===== config.mk =====
export PLATFORM = sky130hd
export DESIGN_NAME = rxe_rx_errors
export DESIGN_NICKNAME = d
export VERILOG_FILES = /design/src/include/rxe_pkg.sv /design/src/design/rxe_rx_errors.sv /design/src/design/rxe_wrap_counter.sv
export SDC_FILE = /design/constraint.sdc
export NUM_CORES = 1
export LEC_CHECK = 0
export BUFFER_PORTS_ARGS = -buffer_cell sky130_fd_sc_hd__buf_4
export CAP_MARGIN = 20
export CORE_UTILIZATION = 47
export DETAILED_ROUTE_END_ITERATION = 16
export PLACE_DENSITY = 0.8
export SYNTH_ARGS = -nofsm -noshare
export SYNTH_HDL_FRONTEND = slang
export SYNTH_SLANG_ARGS = --single-unit

===== constraint.sdc =====
create_clock -name aclk -period 6 [get_ports aclk]
set_input_delay 0.6 -clock aclk [delete_from_list [all_inputs] [get_ports aclk]]
set_output_delay 0.6 -clock aclk [all_outputs]
set_load 0.05 [all_outputs]

===== src/include/rxe_pkg.sv =====
`default_nettype none
package rxe_pkg;
	// ==========================================
	// Bus geometry
	localparam int ADDR_W = 12;
	localparam int DATA_W = 32;
	localparam logic [1:0] RESP_OKAY = 2'h0;
	localparam logic [1:0] RESP_SLVERR = 2'h2;

	// ==========================================
	// Register byte addresses
	localparam logic [ADDR_W-1:0] OOS_CNT_OFF = 12'h1e0;
	localparam logic [ADDR_W-1:0] OVF_CNT_OFF = 12'h1e4;
	localparam logic [ADDR_W-1:0] UDR_CNT_OFF = 12'h1e8;
	localparam logic [ADDR_W-1:0] FLAGS_OFF = 12'h1ec;
	localparam logic [ADDR_W-1:0] MASKS_OFF = 12'h200;
	localparam logic [ADDR_W-1:0] CTRL_OFF = 12'h204;

	// ==========================================
	// Field layouts and reset values
	localparam int CNT_W = 16;
	localparam int EVT_W = 7;
	localparam int EVT_CHECKSUM = 0;
	localparam int EVT_OVERFLOW = 1;
	localparam int EVT_UNDERRUN = 2;
	localparam int EVT_FORMAT = 3;
	localparam int EVT_SYNC_LOSS = 4;
	localparam int EVT_MAX_SIZE = 5;
	localparam int EVT_MIN_SIZE = 6;
	localparam logic [EVT_W-1:0] FLAGS_RST = 7'h00;
	localparam logic [EVT_W-1:0] MASKS_RST = 7'h7f;
	localparam logic [CNT_W-1:0] CNT_RST = 16'h0000;
	localparam int CTRL_GFP_BIT = 0;
	localparam int CTRL_SOFT_RST_BIT = 1;
	localparam logic CTRL_GFP_RST = 1'b1;

	// ==========================================
	// Delineation
	localparam int PRESYNC_W = 4;
	localparam logic [PRESYNC_W-1:0] PRESYNC_COUNT = 4'h1;

	typedef enum {
		RXE_HUNT,
		RXE_PRESYNC,
		RXE_SYNC
	} rxe_sync_state_t;
endpackage
`default_nettype wire


===== src/design/rxe_rx_errors.sv =====
// Decided for this implementation: the AXI4-Lite register port.
`default_nettype none
// Function
// Sync-loss counter advances once per locked-to-searching move, GFP mode only.
// Every error counter wraps from all ones back to zero.
// Counters clear only on hard or soft reset, never on access.
// Overflow counter counts each receive FIFO overflow occurrence.
// Underrun counter counts each receive FIFO underrun occurrence.
// Flag bit 6 sets on each new minimum-size violation.
// Flag bit 5 sets on each new maximum-size violation.
// Flag bit 4 sets on each new sync loss.
// Flag bit 3 sets on each new format or destination error.
// Flag bit 2 sets on each new FIFO underrun.
// Flag bit 1 sets on each new FIFO overflow.
// Flag bit 0 sets on each new checksum or header check error.
// Flags hold until software writes one to them.
// A mask bit of one keeps its event off the summary interrupt.
// Masks never stop a flag from setting.
// A failed header check returns delineation to searching.
// Summary interrupt is high while any unmasked flag is set.
// Reserved top bit of flags and masks reads zero, ignores writes.
module rxe_rx_errors (
	input wire logic aclk,
	input wire logic aresetn,
	input wire logic [rxe_pkg::ADDR_W-1:0] s_axi_awaddr,
	input wire logic s_axi_awvalid,
	output logic s_axi_awready,
	input wire logic [rxe_pkg::DATA_W-1:0] s_axi_wdata,
	input wire logic [3:0] s_axi_wstrb,
	input wire logic s_axi_wvalid,
	output logic s_axi_wready,
	output logic [1:0] s_axi_bresp,
	output logic s_axi_bvalid,
	input wire logic s_axi_bready,
	input wire logic [rxe_pkg::ADDR_W-1:0] s_axi_araddr,
	input wire logic s_axi_arvalid,
	output logic s_axi_arready,
	output logic [rxe_pkg::DATA_W-1:0] s_axi_rdata,
	output logic [1:0] s_axi_rresp,
	output logic s_axi_rvalid,
	input wire logic s_axi_rready,
	input wire logic hec_valid,
	input wire logic hec_ok,
	input wire logic min_size_error,
	input wire logic max_size_error,
	input wire logic format_error,
	input wire logic fifo_underrun,
	input wire logic fifo_overflow,
	input wire logic checksum_error,
	output logic sync_locked,
	output logic receive_summary_interrupt
);
	// ==========================================
	// Address decode and read-data widening helpers
	function automatic logic rxe_is_mapped(input logic [rxe_pkg::ADDR_W-1:0] a);
		rxe_is_mapped = (a == rxe_pkg::OOS_CNT_OFF) || (a == rxe_pkg::OVF_CNT_OFF) ||
			(a == rxe_pkg::UDR_CNT_OFF) || (a == rxe_pkg::FLAGS_OFF) ||
			(a == rxe_pkg::MASKS_OFF) || (a == rxe_pkg::CTRL_OFF);
	endfunction

	function automatic logic [rxe_pkg::DATA_W-1:0] rxe_widen(input logic [15:0] v);
		rxe_widen = {16'h0000, v};
	endfunction

	// ==========================================
	// State
	logic aw_held;
	logic w_held;
	logic [rxe_pkg::ADDR_W-1:0] awaddr_q;
	logic [rxe_pkg::DATA_W-1:0] wdata_q;
	logic [3:0] wstrb_q;
	logic do_write;
	logic lane0;
	logic [rxe_pkg::EVT_W-1:0] flags;
	logic [rxe_pkg::EVT_W-1:0] masks;
	logic [rxe_pkg::EVT_W-1:0] next_flags;
	logic [rxe_pkg::EVT_W-1:0] evt_set;
	logic [rxe_pkg::EVT_W-1:0] evt_clr;
	logic gfp_mode;
	logic soft_clr;
	logic [rxe_pkg::CNT_W-1:0] oos_cnt;
	logic [rxe_pkg::CNT_W-1:0] ovf_cnt;
	logic [rxe_pkg::CNT_W-1:0] udr_cnt;
	rxe_pkg::rxe_sync_state_t sync_state;
	rxe_pkg::rxe_sync_state_t next_sync_state;
	logic [rxe_pkg::PRESYNC_W-1:0] presync_cnt;
	logic sync_drop;
	logic [rxe_pkg::DATA_W-1:0] rd_value;

	// ==========================================
	// AXI4-Lite write channel
	assign s_axi_awready = !aw_held;
	assign s_axi_wready = !w_held;
	assign do_write = aw_held && w_held && !s_axi_bvalid;
	assign lane0 = wstrb_q[0];

	always_ff @(posedge aclk) begin
		if (!aresetn) begin
			aw_held <= 1'b0;
			awaddr_q <= '0;
		end else if (s_axi_awvalid && !aw_held) begin
			aw_held <= 1'b1;
			awaddr_q <= s_axi_awaddr;
		end else if (do_write) begin
			aw_held <= 1'b0;
		end
	end

	always_ff @(posedge aclk) begin
		if (!aresetn) begin
			w_held <= 1'b0;
			wdata_q <= '0;
			wstrb_q <= '0;
		end else if (s_axi_wvalid && !w_held) begin
			w_held <= 1'b1;
			wdata_q <= s_axi_wdata;
			wstrb_q <= s_axi_wstrb;
		end else if (do_write) begin
			w_held <= 1'b0;
		end
	end

	always_ff @(posedge aclk) begin
		if (!aresetn) begin
			s_axi_bvalid <= 1'b0;
			s_axi_bresp <= rxe_pkg::RESP_OKAY;
		end else if (do_write) begin
			s_axi_bvalid <= 1'b1;
			s_axi_bresp <= rxe_is_mapped(awaddr_q) ? rxe_pkg::RESP_OKAY :
				rxe_pkg::RESP_SLVERR;
		end else if (s_axi_bready) begin
			s_axi_bvalid <= 1'b0;
		end
	end

	// ==========================================
	// Control: mode and soft reset
	// Soft reset is a write-one pulse; the bit itself always reads zero
	always_ff @(posedge aclk) begin
		if (!aresetn) begin
			gfp_mode <= rxe_pkg::CTRL_GFP_RST;
			soft_clr <= 1'b0;
		end else begin
			soft_clr <= do_write && lane0 && (awaddr_q == rxe_pkg::CTRL_OFF) &&
				wdata_q[rxe_pkg::CTRL_SOFT_RST_BIT];
			if (do_write && lane0 && (awaddr_q == rxe_pkg::CTRL_OFF)) begin
				gfp_mode <= wdata_q[rxe_pkg::CTRL_GFP_BIT];
			end
		end
	end

	always_ff @(posedge aclk) begin
		if (!aresetn || soft_clr) begin
			masks <= rxe_pkg::MASKS_RST;
		end else if (do_write && lane0 && (awaddr_q == rxe_pkg::MASKS_OFF)) begin
			masks <= wdata_q[rxe_pkg::EVT_W-1:0];
		end
	end

	// ==========================================
	// Frame delineation
	always_comb begin
		next_sync_state = sync_state;
		case (sync_state)
			rxe_pkg::RXE_HUNT: begin
				if (hec_valid && hec_ok) begin
					next_sync_state = rxe_pkg::RXE_PRESYNC;
				end
			end
			rxe_pkg::RXE_PRESYNC: begin
				if (hec_valid && !hec_ok) begin
					next_sync_state = rxe_pkg::RXE_HUNT;
				end else if (hec_valid && presync_cnt >= rxe_pkg::PRESYNC_COUNT) begin
					next_sync_state = rxe_pkg::RXE_SYNC;
				end
			end
			rxe_pkg::RXE_SYNC: begin
				if (hec_valid && !hec_ok) begin
					next_sync_state = rxe_pkg::RXE_HUNT;
				end
			end
			default: begin
				next_sync_state = rxe_pkg::RXE_HUNT;
			end
		endcase
	end

	// Machine only runs in GFP mode; outside it there is no delineation
	always_ff @(posedge aclk) begin
		if (!aresetn || soft_clr || !gfp_mode) begin
			sync_state <= rxe_pkg::RXE_HUNT;
		end else begin
			sync_state <= next_sync_state;
		end
	end

	always_ff @(posedge aclk) begin
		if (!aresetn || soft_clr || sync_state != rxe_pkg::RXE_PRESYNC) begin
			presync_cnt <= {{(rxe_pkg::PRESYNC_W-1){1'b0}}, 1'b1};
		end else if (hec_valid && hec_ok) begin
			presync_cnt <= presync_cnt + {{(rxe_pkg::PRESYNC_W-1){1'b0}}, 1'b1};
		end
	end

	assign sync_drop = gfp_mode && (sync_state == rxe_pkg::RXE_SYNC) &&
		(next_sync_state == rxe_pkg::RXE_HUNT);
	assign sync_locked = (sync_state == rxe_pkg::RXE_SYNC);

	// ==========================================
	// Error counters
	rxe_wrap_counter #(.WIDTH(rxe_pkg::CNT_W)) u_oos_cnt (
		.aclk(aclk),
		.aresetn(aresetn),
		.clear(soft_clr),
		.inc(sync_drop),
		.count(oos_cnt)
	);

	rxe_wrap_counter #(.WIDTH(rxe_pkg::CNT_W)) u_fifo_overflow_counter (
		.aclk(aclk),
		.aresetn(aresetn),
		.clear(soft_clr),
		.inc(fifo_overflow),
		.count(ovf_cnt)
	);

	rxe_wrap_counter #(.WIDTH(rxe_pkg::CNT_W)) u_fifo_underrun_counter (
		.aclk(aclk),
		.aresetn(aresetn),
		.clear(soft_clr),
		.inc(fifo_underrun),
		.count(udr_cnt)
	);

	// ==========================================
	// Event flags and summary interrupt
	always_comb begin
		evt_set = '0;
		evt_set[rxe_pkg::EVT_MIN_SIZE] = min_size_error;
		evt_set[rxe_pkg::EVT_MAX_SIZE] = max_size_error;
		evt_set[rxe_pkg::EVT_SYNC_LOSS] = sync_drop;
		evt_set[rxe_pkg::EVT_FORMAT] = format_error;
		evt_set[rxe_pkg::EVT_UNDERRUN] = fifo_underrun;
		evt_set[rxe_pkg::EVT_OVERFLOW] = fifo_overflow;
		evt_set[rxe_pkg::EVT_CHECKSUM] = checksum_error;
	end

	assign evt_clr = (do_write && lane0 && (awaddr_q == rxe_pkg::FLAGS_OFF)) ?
		wdata_q[rxe_pkg::EVT_W-1:0] : '0;
	// A new event in the clearing cycle survives: set wins
	assign next_flags = (flags & ~evt_clr) | evt_set;

	always_ff @(posedge aclk) begin
		if (!aresetn || soft_clr) begin
			flags <= rxe_pkg::FLAGS_RST;
		end else begin
			flags <= next_flags;
		end
	end

	assign receive_summary_interrupt = |(flags & ~masks);

	// ==========================================
	// AXI4-Lite read channel
	always_comb begin
		rd_value = '0;
		if (s_axi_araddr == rxe_pkg::OOS_CNT_OFF) begin
			rd_value = rxe_widen(oos_cnt);
		end else if (s_axi_araddr == rxe_pkg::OVF_CNT_OFF) begin
			rd_value = rxe_widen(ovf_cnt);
		end else if (s_axi_araddr == rxe_pkg::UDR_CNT_OFF) begin
			rd_value = rxe_widen(udr_cnt);
		end else if (s_axi_araddr == rxe_pkg::FLAGS_OFF) begin
			rd_value[rxe_pkg::EVT_W-1:0] = flags;
		end else if (s_axi_araddr == rxe_pkg::MASKS_OFF) begin
			rd_value[rxe_pkg::EVT_W-1:0] = masks;
		end else if (s_axi_araddr == rxe_pkg::CTRL_OFF) begin
			rd_value[rxe_pkg::CTRL_GFP_BIT] = gfp_mode;
		end
	end

	assign s_axi_arready = !s_axi_rvalid;

	// Reads have no side effect on counters or flags
	always_ff @(posedge aclk) begin
		if (!aresetn) begin
			s_axi_rvalid <= 1'b0;
			s_axi_rdata <= '0;
			s_axi_rresp <= rxe_pkg::RESP_OKAY;
		end else if (s_axi_arvalid && !s_axi_rvalid) begin
			s_axi_rvalid <= 1'b1;
			s_axi_rdata <= rd_value;
			s_axi_rresp <= rxe_is_mapped(s_axi_araddr) ? rxe_pkg::RESP_OKAY :
				rxe_pkg::RESP_SLVERR;
		end else if (s_axi_rready) begin
			s_axi_rvalid <= 1'b0;
		end
	end
endmodule
`default_nettype wire


===== src/design/rxe_wrap_counter.sv =====
`default_nettype none
// ==========================================
// Wrapping event counter
module rxe_wrap_counter #(
	parameter int WIDTH = 16
) (
	input wire logic aclk,
	input wire logic aresetn,
	input wire logic clear,
	input wire logic inc,
	output logic [WIDTH-1:0] count
);
	// Clear beats a coincident increment, as a soft reset must win
	always_ff @(posedge aclk) begin
		if (!aresetn || clear) begin
			count <= '0;
		end else if (inc) begin
			count <= count + {{(WIDTH-1){1'b0}}, 1'b1};
		end
	end
endmodule
`default_nettype wire


; After elaboration in Yosys (flattened, before gate mapping)
; Cells that the tools add are included.
[op_classes]
add_sub_neg = 4
n_eq_ne = 16
reduce_logical = 42
mux = 23
bitwise_logic = 5
order_cmp = 1
[op_table]
columns = op, n
row1 = $mux W32, 4
row2 = $eq A12 B9 Y1 const B, 8
row3 = $pmux W32 S3, 1
row4 = $logic_not A32 Y1, 2
row5 = $add A16 B1 Y16 const B, 3
row6 = $eq A12 B10 Y1 const B, 4
row7 = $eq A32 B1 Y1 const B, 1
row8 = $eq A32 B2 Y1 const B, 1
row9 = $eq A32 B3 Y1 const B, 1
row10 = $mux W16, 2
row11 = $ne A32 B2 Y1 const B, 1
row12 = $mux W7, 3
row13 = $logic_and A1 B1 Y1, 15
row14 = $and A7 B7 Y7, 2
row15 = $not A7 Y7, 2
row16 = $logic_or A1 B1 Y1, 13
row17 = $mux W1, 9
row18 = $mux W9, 1
row19 = $reduce_bool A2 Y1, 4
row20 = $logic_not A1 Y1, 7
row21 = $or A7 B7 Y7, 1
row22 = $reduce_or A7 Y1, 1
row23 = $mux W6, 1
row24 = $add A4 B1 Y4 const B, 1
row25 = 2 further kinds, 3
[totals]
register_bits = 160
elab_cells = 110
input_bits = 75

; Depth between registers and ports, before layout
; Gate-level depths: netlist of the first run.
[depth]
word_depth = 8
mapped_depth = 7
mapped_depth_nobuf = 6

; Hierarchy
; Synthesis of the first run repeated with hierarchy kept, for this count alone.
[hier_totals]
hier_cells = 663
area_unflattened_um2 = 6038.3
[by_module_without_submodules]
columns = module, cells_per_inst, area_per_inst_um2, instances
row1 = rxe_rx_errors, 426, 3876.2, 1
row2 = rxe_wrap_counter, 79, 720.7, 3

; Worst setup path after synthesis of the first run
; No wires, ideal clock.
[synth_timing]
path_type = register to output
from = reg sync_state[18]
to = out sync_locked
arrival_ns = 1.474
t_required_ns = 5.400
stages_incl_launch_ff = 4
path_slack_ns = 3.926
cell_sequence = dfxtp_1 -> nor4_4 -> nand4_2 -> nor2_1
[synth_via]
elab_chain_len = 1
[synth_lines]
columns = element, line_no
row1 = from (decl), rxe_rx_errors.sv:84  ; rxe_pkg::rxe_sync_state_t sync_state;
row2 = from (signal assigned), rxe_rx_errors.sv:191  ; sync_state <= rxe_pkg::RXE_HUNT;
row3 = from (signal assigned), rxe_rx_errors.sv:193  ; sync_state <= next_sync_state;
row4 = $eq A32 B3 Y1, rxe_rx_errors.sv:207  ; assign sync_locked = (sync_state == rxe_pkg::RXE_SYNC);
row5 = to (decl), rxe_rx_errors.sv:50  ; output logic sync_locked,
; Every way passes these cells.

; Final worst setup path of the first run
[layout_timing]
from = in s_axi_araddr[11] in the netlist's numbering
to = reg s_axi_rdata[8] in the netlist's numbering
[layout_via]
elab_chain_len = 4
word_cells_on_any_way = 6
classes_between = eq/ne: 3 / mux: 3
[layout_lines]
columns = element, line_no
row1 = from (decl), rxe_rx_errors.sv:35  ; input wire logic [rxe_pkg::ADDR_W-1:0] s_axi_araddr,
row2 = $eq A12 B9 Y1, rxe_rx_errors.sv:271  ; end else if (s_axi_araddr == rxe_pkg::UDR_CNT_OFF) begin
row3 = $mux W9, rxe_rx_errors.sv:271
row4 = $mux W16, rxe_rx_errors.sv:269  ; end else if (s_axi_araddr == rxe_pkg::OVF_CNT_OFF) begin
row5 = $mux W16 *, rxe_rx_errors.sv:267  ; if (s_axi_araddr == rxe_pkg::OOS_CNT_OFF) begin
row6 = to (signal assigned), rxe_rx_errors.sv:292  ; s_axi_rdata <= rd_value;
row7 = to (decl), rxe_rx_errors.sv:38  ; output logic [rxe_pkg::DATA_W-1:0] s_axi_rdata,
; Mark *: on every way between the ends. The rest lies on a longest branch, timed or not.
; A chain may end at the register's enable or synchronous reset.

==> metrics.txt, run 1 <==
outcome=finished, final reports clean; Netlist cell types=55; Antenna Cells=0; Critical Setup Path Class=in2reg; DR vias=5,011; area leader, netlist=dfxtp_1; top fanout value on the critical path=12; Port Buf Inserts=between 70 and 80; First-pass DRT Iterations=5; Vias per Instance=5.21; ys flop type=dfxtp_1; largest net degree at the start of global routing=55; post-CTS setup buffers=0; filler cell count=1,108; initial antenna violation count=0; total global routing overflow=0; routability cong.=0.836; number of global-route vias before repair=~4,400; GRT Total Usage=between 10% and 20%; synthesized area=0.00611 mm²; final setup fails=0; Finished Layout Cells=962; CTS tree=built; R2R setup slack=3.65 ns; WHS=0.394 ns; Post-Route Utilization=58.4%; Finished Cell Area=0.00740 mm²; f_max=~0.42 GHz; HPWL after DPL=about 8600 µm; Worst setup SP type=input port; Seq/Total Area, Yosys=46.5%; Max Cap Viol=0; die area=0.0135 mm²; first-pass GRT wire length=20,500 µm; async set-or-reset flop fraction in the synthesized netlist=0%; WL met2=5930 µm; met3 WL=667 µm; cells on worst reg2reg path=5; clk_skew=roughly 0.0074 ns; required time worst endpoint=6.35 ns; Tcrit/Tclk final=approximately 40%; CTS root buf=clkbuf_16; num rows=41; Initial Util=between 40% and 50%; Post-Synthesis Cells=about 690; Resize count post-CTS=0; clock buffer count from CTS=17; Top Layer Used=met4; setup_tns=0 ns; CP arrival=around 2.8 ns; Die Y=116 µm; Worst-Margin Slew=1.08 ns; IO Pins=118; area grow syn2layout=21.1%; Seq cells post-synth=approximately 140; Post-synth EDFFs=0; post-route ant nets=0; met1 WL=between 5000 and 6000 µm; Synth top area share=46.5%; WL/cell=about 13 µm; DRC=0; Hold Crit Class=in2reg; Ys Warns=0; Clock Path Buffers=2; Lkg Pwr=roughly 0.0029 µW; Avg Synthesized Cell Area=8.88 µm²; placed cells=929; core area=0.0127 mm²; DR iter-0 viols=roughly 440; normalized max-slew margin=27.8%; pwr/cell area=306 mW/mm²; maximum vdd drop=173 µV; Hold Fails Final Rpt=0; Critical Path End Type=register; Min-Delay Path Depth=3; Reg clk slew, reported paths=roughly 0.06 ns; clk_lat worst skew=0.42 ns; Post-DP Area=between 0.006 and 0.007 mm²; CTS Hold Buffers Added=0; RSZ-0062 raised after global routing=no; H-tree Lvls=4; final WL=approximately 13,000 µm; Area contributors post-synth=dfxtp_1 47%, nand2_1 4.3%, a21oi_1 3.8%; CTS sink cnt=roughly 140; layout cells sized above 1=between 10% and 20%; Final Critical Period=2.40 ns; Total Nets Final=858; die width=between 100 and 150 µm; max-slew violations=0
-- flip-flops by register name, indices dropped and copies added (netlist names) --
register	count
sync_state	32
s_axi_rdata	16
u_fifo_overflow_counter.count	16
u_fifo_underrun_counter.count	16
u_oos_cnt.count	16
awaddr_q	12
flags	7
masks	7
wdata_q	7
presync_cnt	4
aw_held	1
gfp_mode	1
s_axi_bresp	1
s_axi_bvalid	1
s_axi_rresp	1
s_axi_rvalid	1
soft_clr	1
w_held	1
wstrb_q	1
-- power breakdown --
group | switching (µW) | internal (µW)
Sequential | 25.3 | 979
Combinational | 127 | 65.4
Clock | 386 | 684
-- layout by cell type, fill, tap and decap left out, drive strengths merged, types with 14 or more instances in the layout --
cell type,count
dfxtp,142
buf,72
nand2,70
nor2,61
conb,48
a21oi,47
o21ai,40
inv,23
nand4,22
clkbuf,21
xor2,19
nand3,18
nor2b,16
nor3,15
mux2i,14
xnor2,14
-- Yosys cell counts (all sizes together), types with 5 or more instances --
cell type  count
clkbuf        27
o22ai          5
o21ai         40
and3           5
ha             6
nor4          13
nor2b         16
mux2i         14
xnor2         14
nor2          61
dfxtp        142
or4            8
a21oi         47
inv           22
nand4         22
nand3b         6
nand2b        11
nand3         18
mux2          10
xor2          19
o31ai         10
a21boi        13
a31oi          9
a22oi          9
or3            7
nand2         70
nor3          15
buf           22
-- per-layer routing --
layer	global-route usage, %	up-vias
met3	6.54	28
met4	8.46	0
met5	0	-
li1	-	2533
met2	32.4	127
met1	24.2	2323
-- worst max-delay path: stages --
cell	delay, ns
buf_4	0.11
nor3_1	0.40
nand4_1	0.47
nor2_1	0.78
a22oi_1	0.19
a21oi_1	0.18
-- stage by stage --
| stage | worst slack [ns] | power, µW |
|---|---|---|
| after floorplan | 3.93 | 1160 |
| after global placement | 3.27 | 1210 |
| after detailed placement | 3.23 | 1210 |
| after CTS | 3.59 | 2280 |
| after global routing | 3.45 | 2350 |
| final | 3.60 | 2270 |
-- kinds of logic after synthesis --
logic type | synth area share (%)
multiplexers | 4.14
other | 0.0614
buffers and inverters | 5.61
adder cells (fa/ha/maj) | 1.23
AO/OA/AOI/OAI | 13.9
AND/OR/NAND/NOR | 23.9
flip-flops | 46.5
XOR/XNOR | 4.73
-- final timing paths --
path,start,to
max reg2reg,awaddr_q[1],masks[0]
max,s_axi_araddr[11],s_axi_rdata[8]
min reg2reg,awaddr_q[11],awaddr_q[11]
min,s_axi_wvalid,w_held
-- area by class of cell --
cell class | instances | area, µm² | area share (%)
clock buffer | 21 | 470 | 6.35
multi-input combinational | 522 | 3110 | 42.0
inverter | 22 | 82.6 | 1.12
sequential | 142 | 2840 | 38.4
timing repair buffer | 72 | 548 | 7.40
tap | 172 | 215 | 2.91
clock inverter | 11 | 138 | 1.86
(Power assumes the default switching activity.)
==> inputs of run 2 (changes only) <==
--- a/config.mk
+++ b/config.mk
@@ -9,7 +9,7 @@
 export CAP_MARGIN = 20
 export CORE_UTILIZATION = 47
 export DETAILED_ROUTE_END_ITERATION = 16
-export PLACE_DENSITY = 0.8
+export PLACE_DENSITY = 0.82
 export SYNTH_ARGS = -nofsm -noshare
 export SYNTH_HDL_FRONTEND = slang
 export SYNTH_SLANG_ARGS = --single-unit
==> constraint.sdc (replaced) <==
create_clock -name aclk -period 2.15 [get_ports aclk]
set_input_delay 0.215 -clock aclk [delete_from_list [all_inputs] [get_ports aclk]]
set_output_delay 0.215 -clock aclk [all_outputs]
set_load 0.05 [all_outputs]
==> metrics.txt, run 2 (synthesis results as in run 1) <==
outcome=finished, final reports clean; HPWL after DPL=9140 µm (+6.5%); CTS root buf=clkbuf_16; Worst-Margin Slew=0.675 ns (-0.408 ns); clk_skew=0.00798 ns (+0.000538 ns); GRT Total Usage=20.9% (+0.94 points); layout cells sized above 1=18.9% (+2.4 points); IO Pins=118 (unchanged); Min-Delay Path Depth=3 (unchanged); Hold Fails Final Rpt=0 (unchanged); Vias per Instance=5.25 (+0.70%); clk_lat worst skew=0.42 ns (about the same); worst-path cell chain=or4_1, nor4_2, buf_4, and4b_2, buf_4, nor3_1, a21oi_1; most frequent cells in the layout=142 x dfxtp_1, 89 x buf_4, 70 x nand2_1, 60 x nor2_1, 48 x conb_1; Reg clk slew, reported paths=0.06 ns (about the same); clock buffer count from CTS=17 (unchanged); CP top delay family=simple AND/OR/NAND/NOR gates; Total Nets Final=879 (+2.4%); CTS tree=built; filler cell count=1,067 (-3.7%); required time worst endpoint=2.49 ns (-3.86 ns); DR vias=5,156 (+2.9%); max-slew violations=0 (unchanged); Reg-to-Reg End=masks[4]; total global routing overflow=0 (unchanged); num rows=41 (unchanged); Worst setup SP type=register; Antenna Cells=0 (unchanged); Critical Setup Path Class=reg2reg; CP max stage delay=0.53 ns (-0.25 ns); max reg flops=32 (unchanged); post-route ant nets=0 (unchanged); initial antenna violation count=0 (unchanged); crit path buf inv count=2 (+1); Max Cap Viol=0 (unchanged); largest register by flop count=sync_state; Die Y=116 µm (unchanged); Final Critical Period=2.10 ns; pwr/cell area=848 mW/mm² (+180%); normalized max-slew margin=54.9% (+27 points); Critical Path End Type=register; Hold Crit Class=in2reg; die area=0.0135 mm² (unchanged); slowest stage cell, crit path=or4_1; number of global-route vias before repair=4,657 (+6.0%); Clock Path Buffers=2 (unchanged); CP arrival=2.44 ns (-0.31 ns); Lkg Pwr=0.00297 µW (+3.5%); WL/cell=13.7 µm (+3.7%); Finished Cell Area=0.00763 mm² (+3.0%); CTS sink cnt=142 (unchanged); DRC=0 (unchanged); First-pass DRT Iterations=5 (unchanged); Initial Util=48.2% (unchanged); R2R setup slack=0.05 ns (-3.60 ns); H-tree Lvls=4 (unchanged); commonest non-fill, non-tap cell in the layout=dfxtp_1; WHS=0.0128 ns (-0.381 ns); largest net degree at the start of global routing=49 (-11%); top fanout value on the critical path=7 (-5); DR iter-0 viols=443 (-0.23%); cells on worst reg2reg path=7 (+2); Post-DP Area=0.00693 mm² (+2.2%); RSZ-0062 raised after global routing=yes; die width=116 µm (unchanged); Port Buf Inserts=71 (unchanged); critical path depth=7 (+1); area grow syn2layout=24.8%; Worst R2R Start=awaddr_q[3]; routability cong.=0.846 (+1.2%); core area=0.0127 mm² (unchanged); CP most frequent cell=buf_4; HP Start=s_axi_awvalid; Tcrit/Tclk final=a little over nine tenths; final setup fails=0 (unchanged); endpoint of the worst hold-timing path=aw_held; f_max=about 0.48 GHz; final WL=13,500 µm (+6.0%); maximum vdd drop=576 µV (+230%); first-pass GRT wire length=21,600 µm (+5.2%)
-- run 2: area by class of cell --
type | instances | area, µm² | area share, %
clock buffers | 21 | 470 | 6.17
clock inverters | 11 | 163 | 2.13
inverters | 22 | 82.6 | 1.08
multi-input cells | 523 | 3140 | 41.2
flip-flops and latches | 142 | 2840 | 37.3
well taps | 172 | 215 | 2.82
repair buffers | 92 | 709 | 9.30
-- run 2: worst max-delay path by stage --
stage / start / end / slack [ns]
after floorplan: sync_state[18] / u_oos_cnt.count[10] / 0.15
after global placement: awaddr_q[1] / masks[6] / 0.08
after detailed placement: awaddr_q[1] / masks[0] / 0.0003
after CTS: awaddr_q[1] / masks[4] / 0.03
after global routing: sync_state[10] / u_oos_cnt.count[12] / -0.02
final: awaddr_q[3] / masks[4] / 0.05
-- run 2: worst reg2reg max path: stages (launching register included) --
cell	delay (ns)
dfxtp_1	0.33
or4_1	0.53
nor4_2	0.29
buf_4	0.17
and4b_2	0.34
buf_4	0.16
nor3_1	0.06
a21oi_1	0.15
-- run 2: repair_timing --
action                                 CTS  global route
setup endpoints to repair                6             7
pin swaps                                0             4
endpoints found under the hold margin    1             0
gates cloned                             0             1
resized for setup                        2             4
hold buffers                             1             0
buffers inserted                         0             2
-- run 2: layer usage --
metal  track usage, %  vias to the layer above  wire length (µm)
met5                0                        -                 0
met3             5.70                       26               715
met4             8.89                        0               257
met2             35.1                      153              6560
li1                 -                     2577                 -
met1             25.1                     2400              5920
-- run 2: stage by stage --
| step | util (%) | power [µW] | cells | setup TNS [ns] | setup WS (ns) |
|---|---|---|---|---|---|
| final | 60.2 | 6470 | 983 | 0 | 0.0466 |
| after global routing | 60.2 | 6700 | 983 | -0.0213 | -0.0174 |
| after CTS | 59.8 | 6500 | 980 | 0 | 0.0320 |
| after detailed placement | 54.7 | 3400 | 947 | 0 | 0.000286 |
| after global placement | 54.7 | 3390 | 947 | 0 | 0.0764 |
| after floorplan | - | 3240 | 735 | 0 | 0.148 |
-- run 2: power breakdown --
| group | switching, µW | total, µW | internal (µW) |
|---|---|---|---|
| Sequential | 73.5 | 2810 | 2730 |
| Combinational | 359 | 551 | 192 |
| Clock | 1090 | 3110 | 2020 |
| Total | 1520 | 6470 | 4950 |
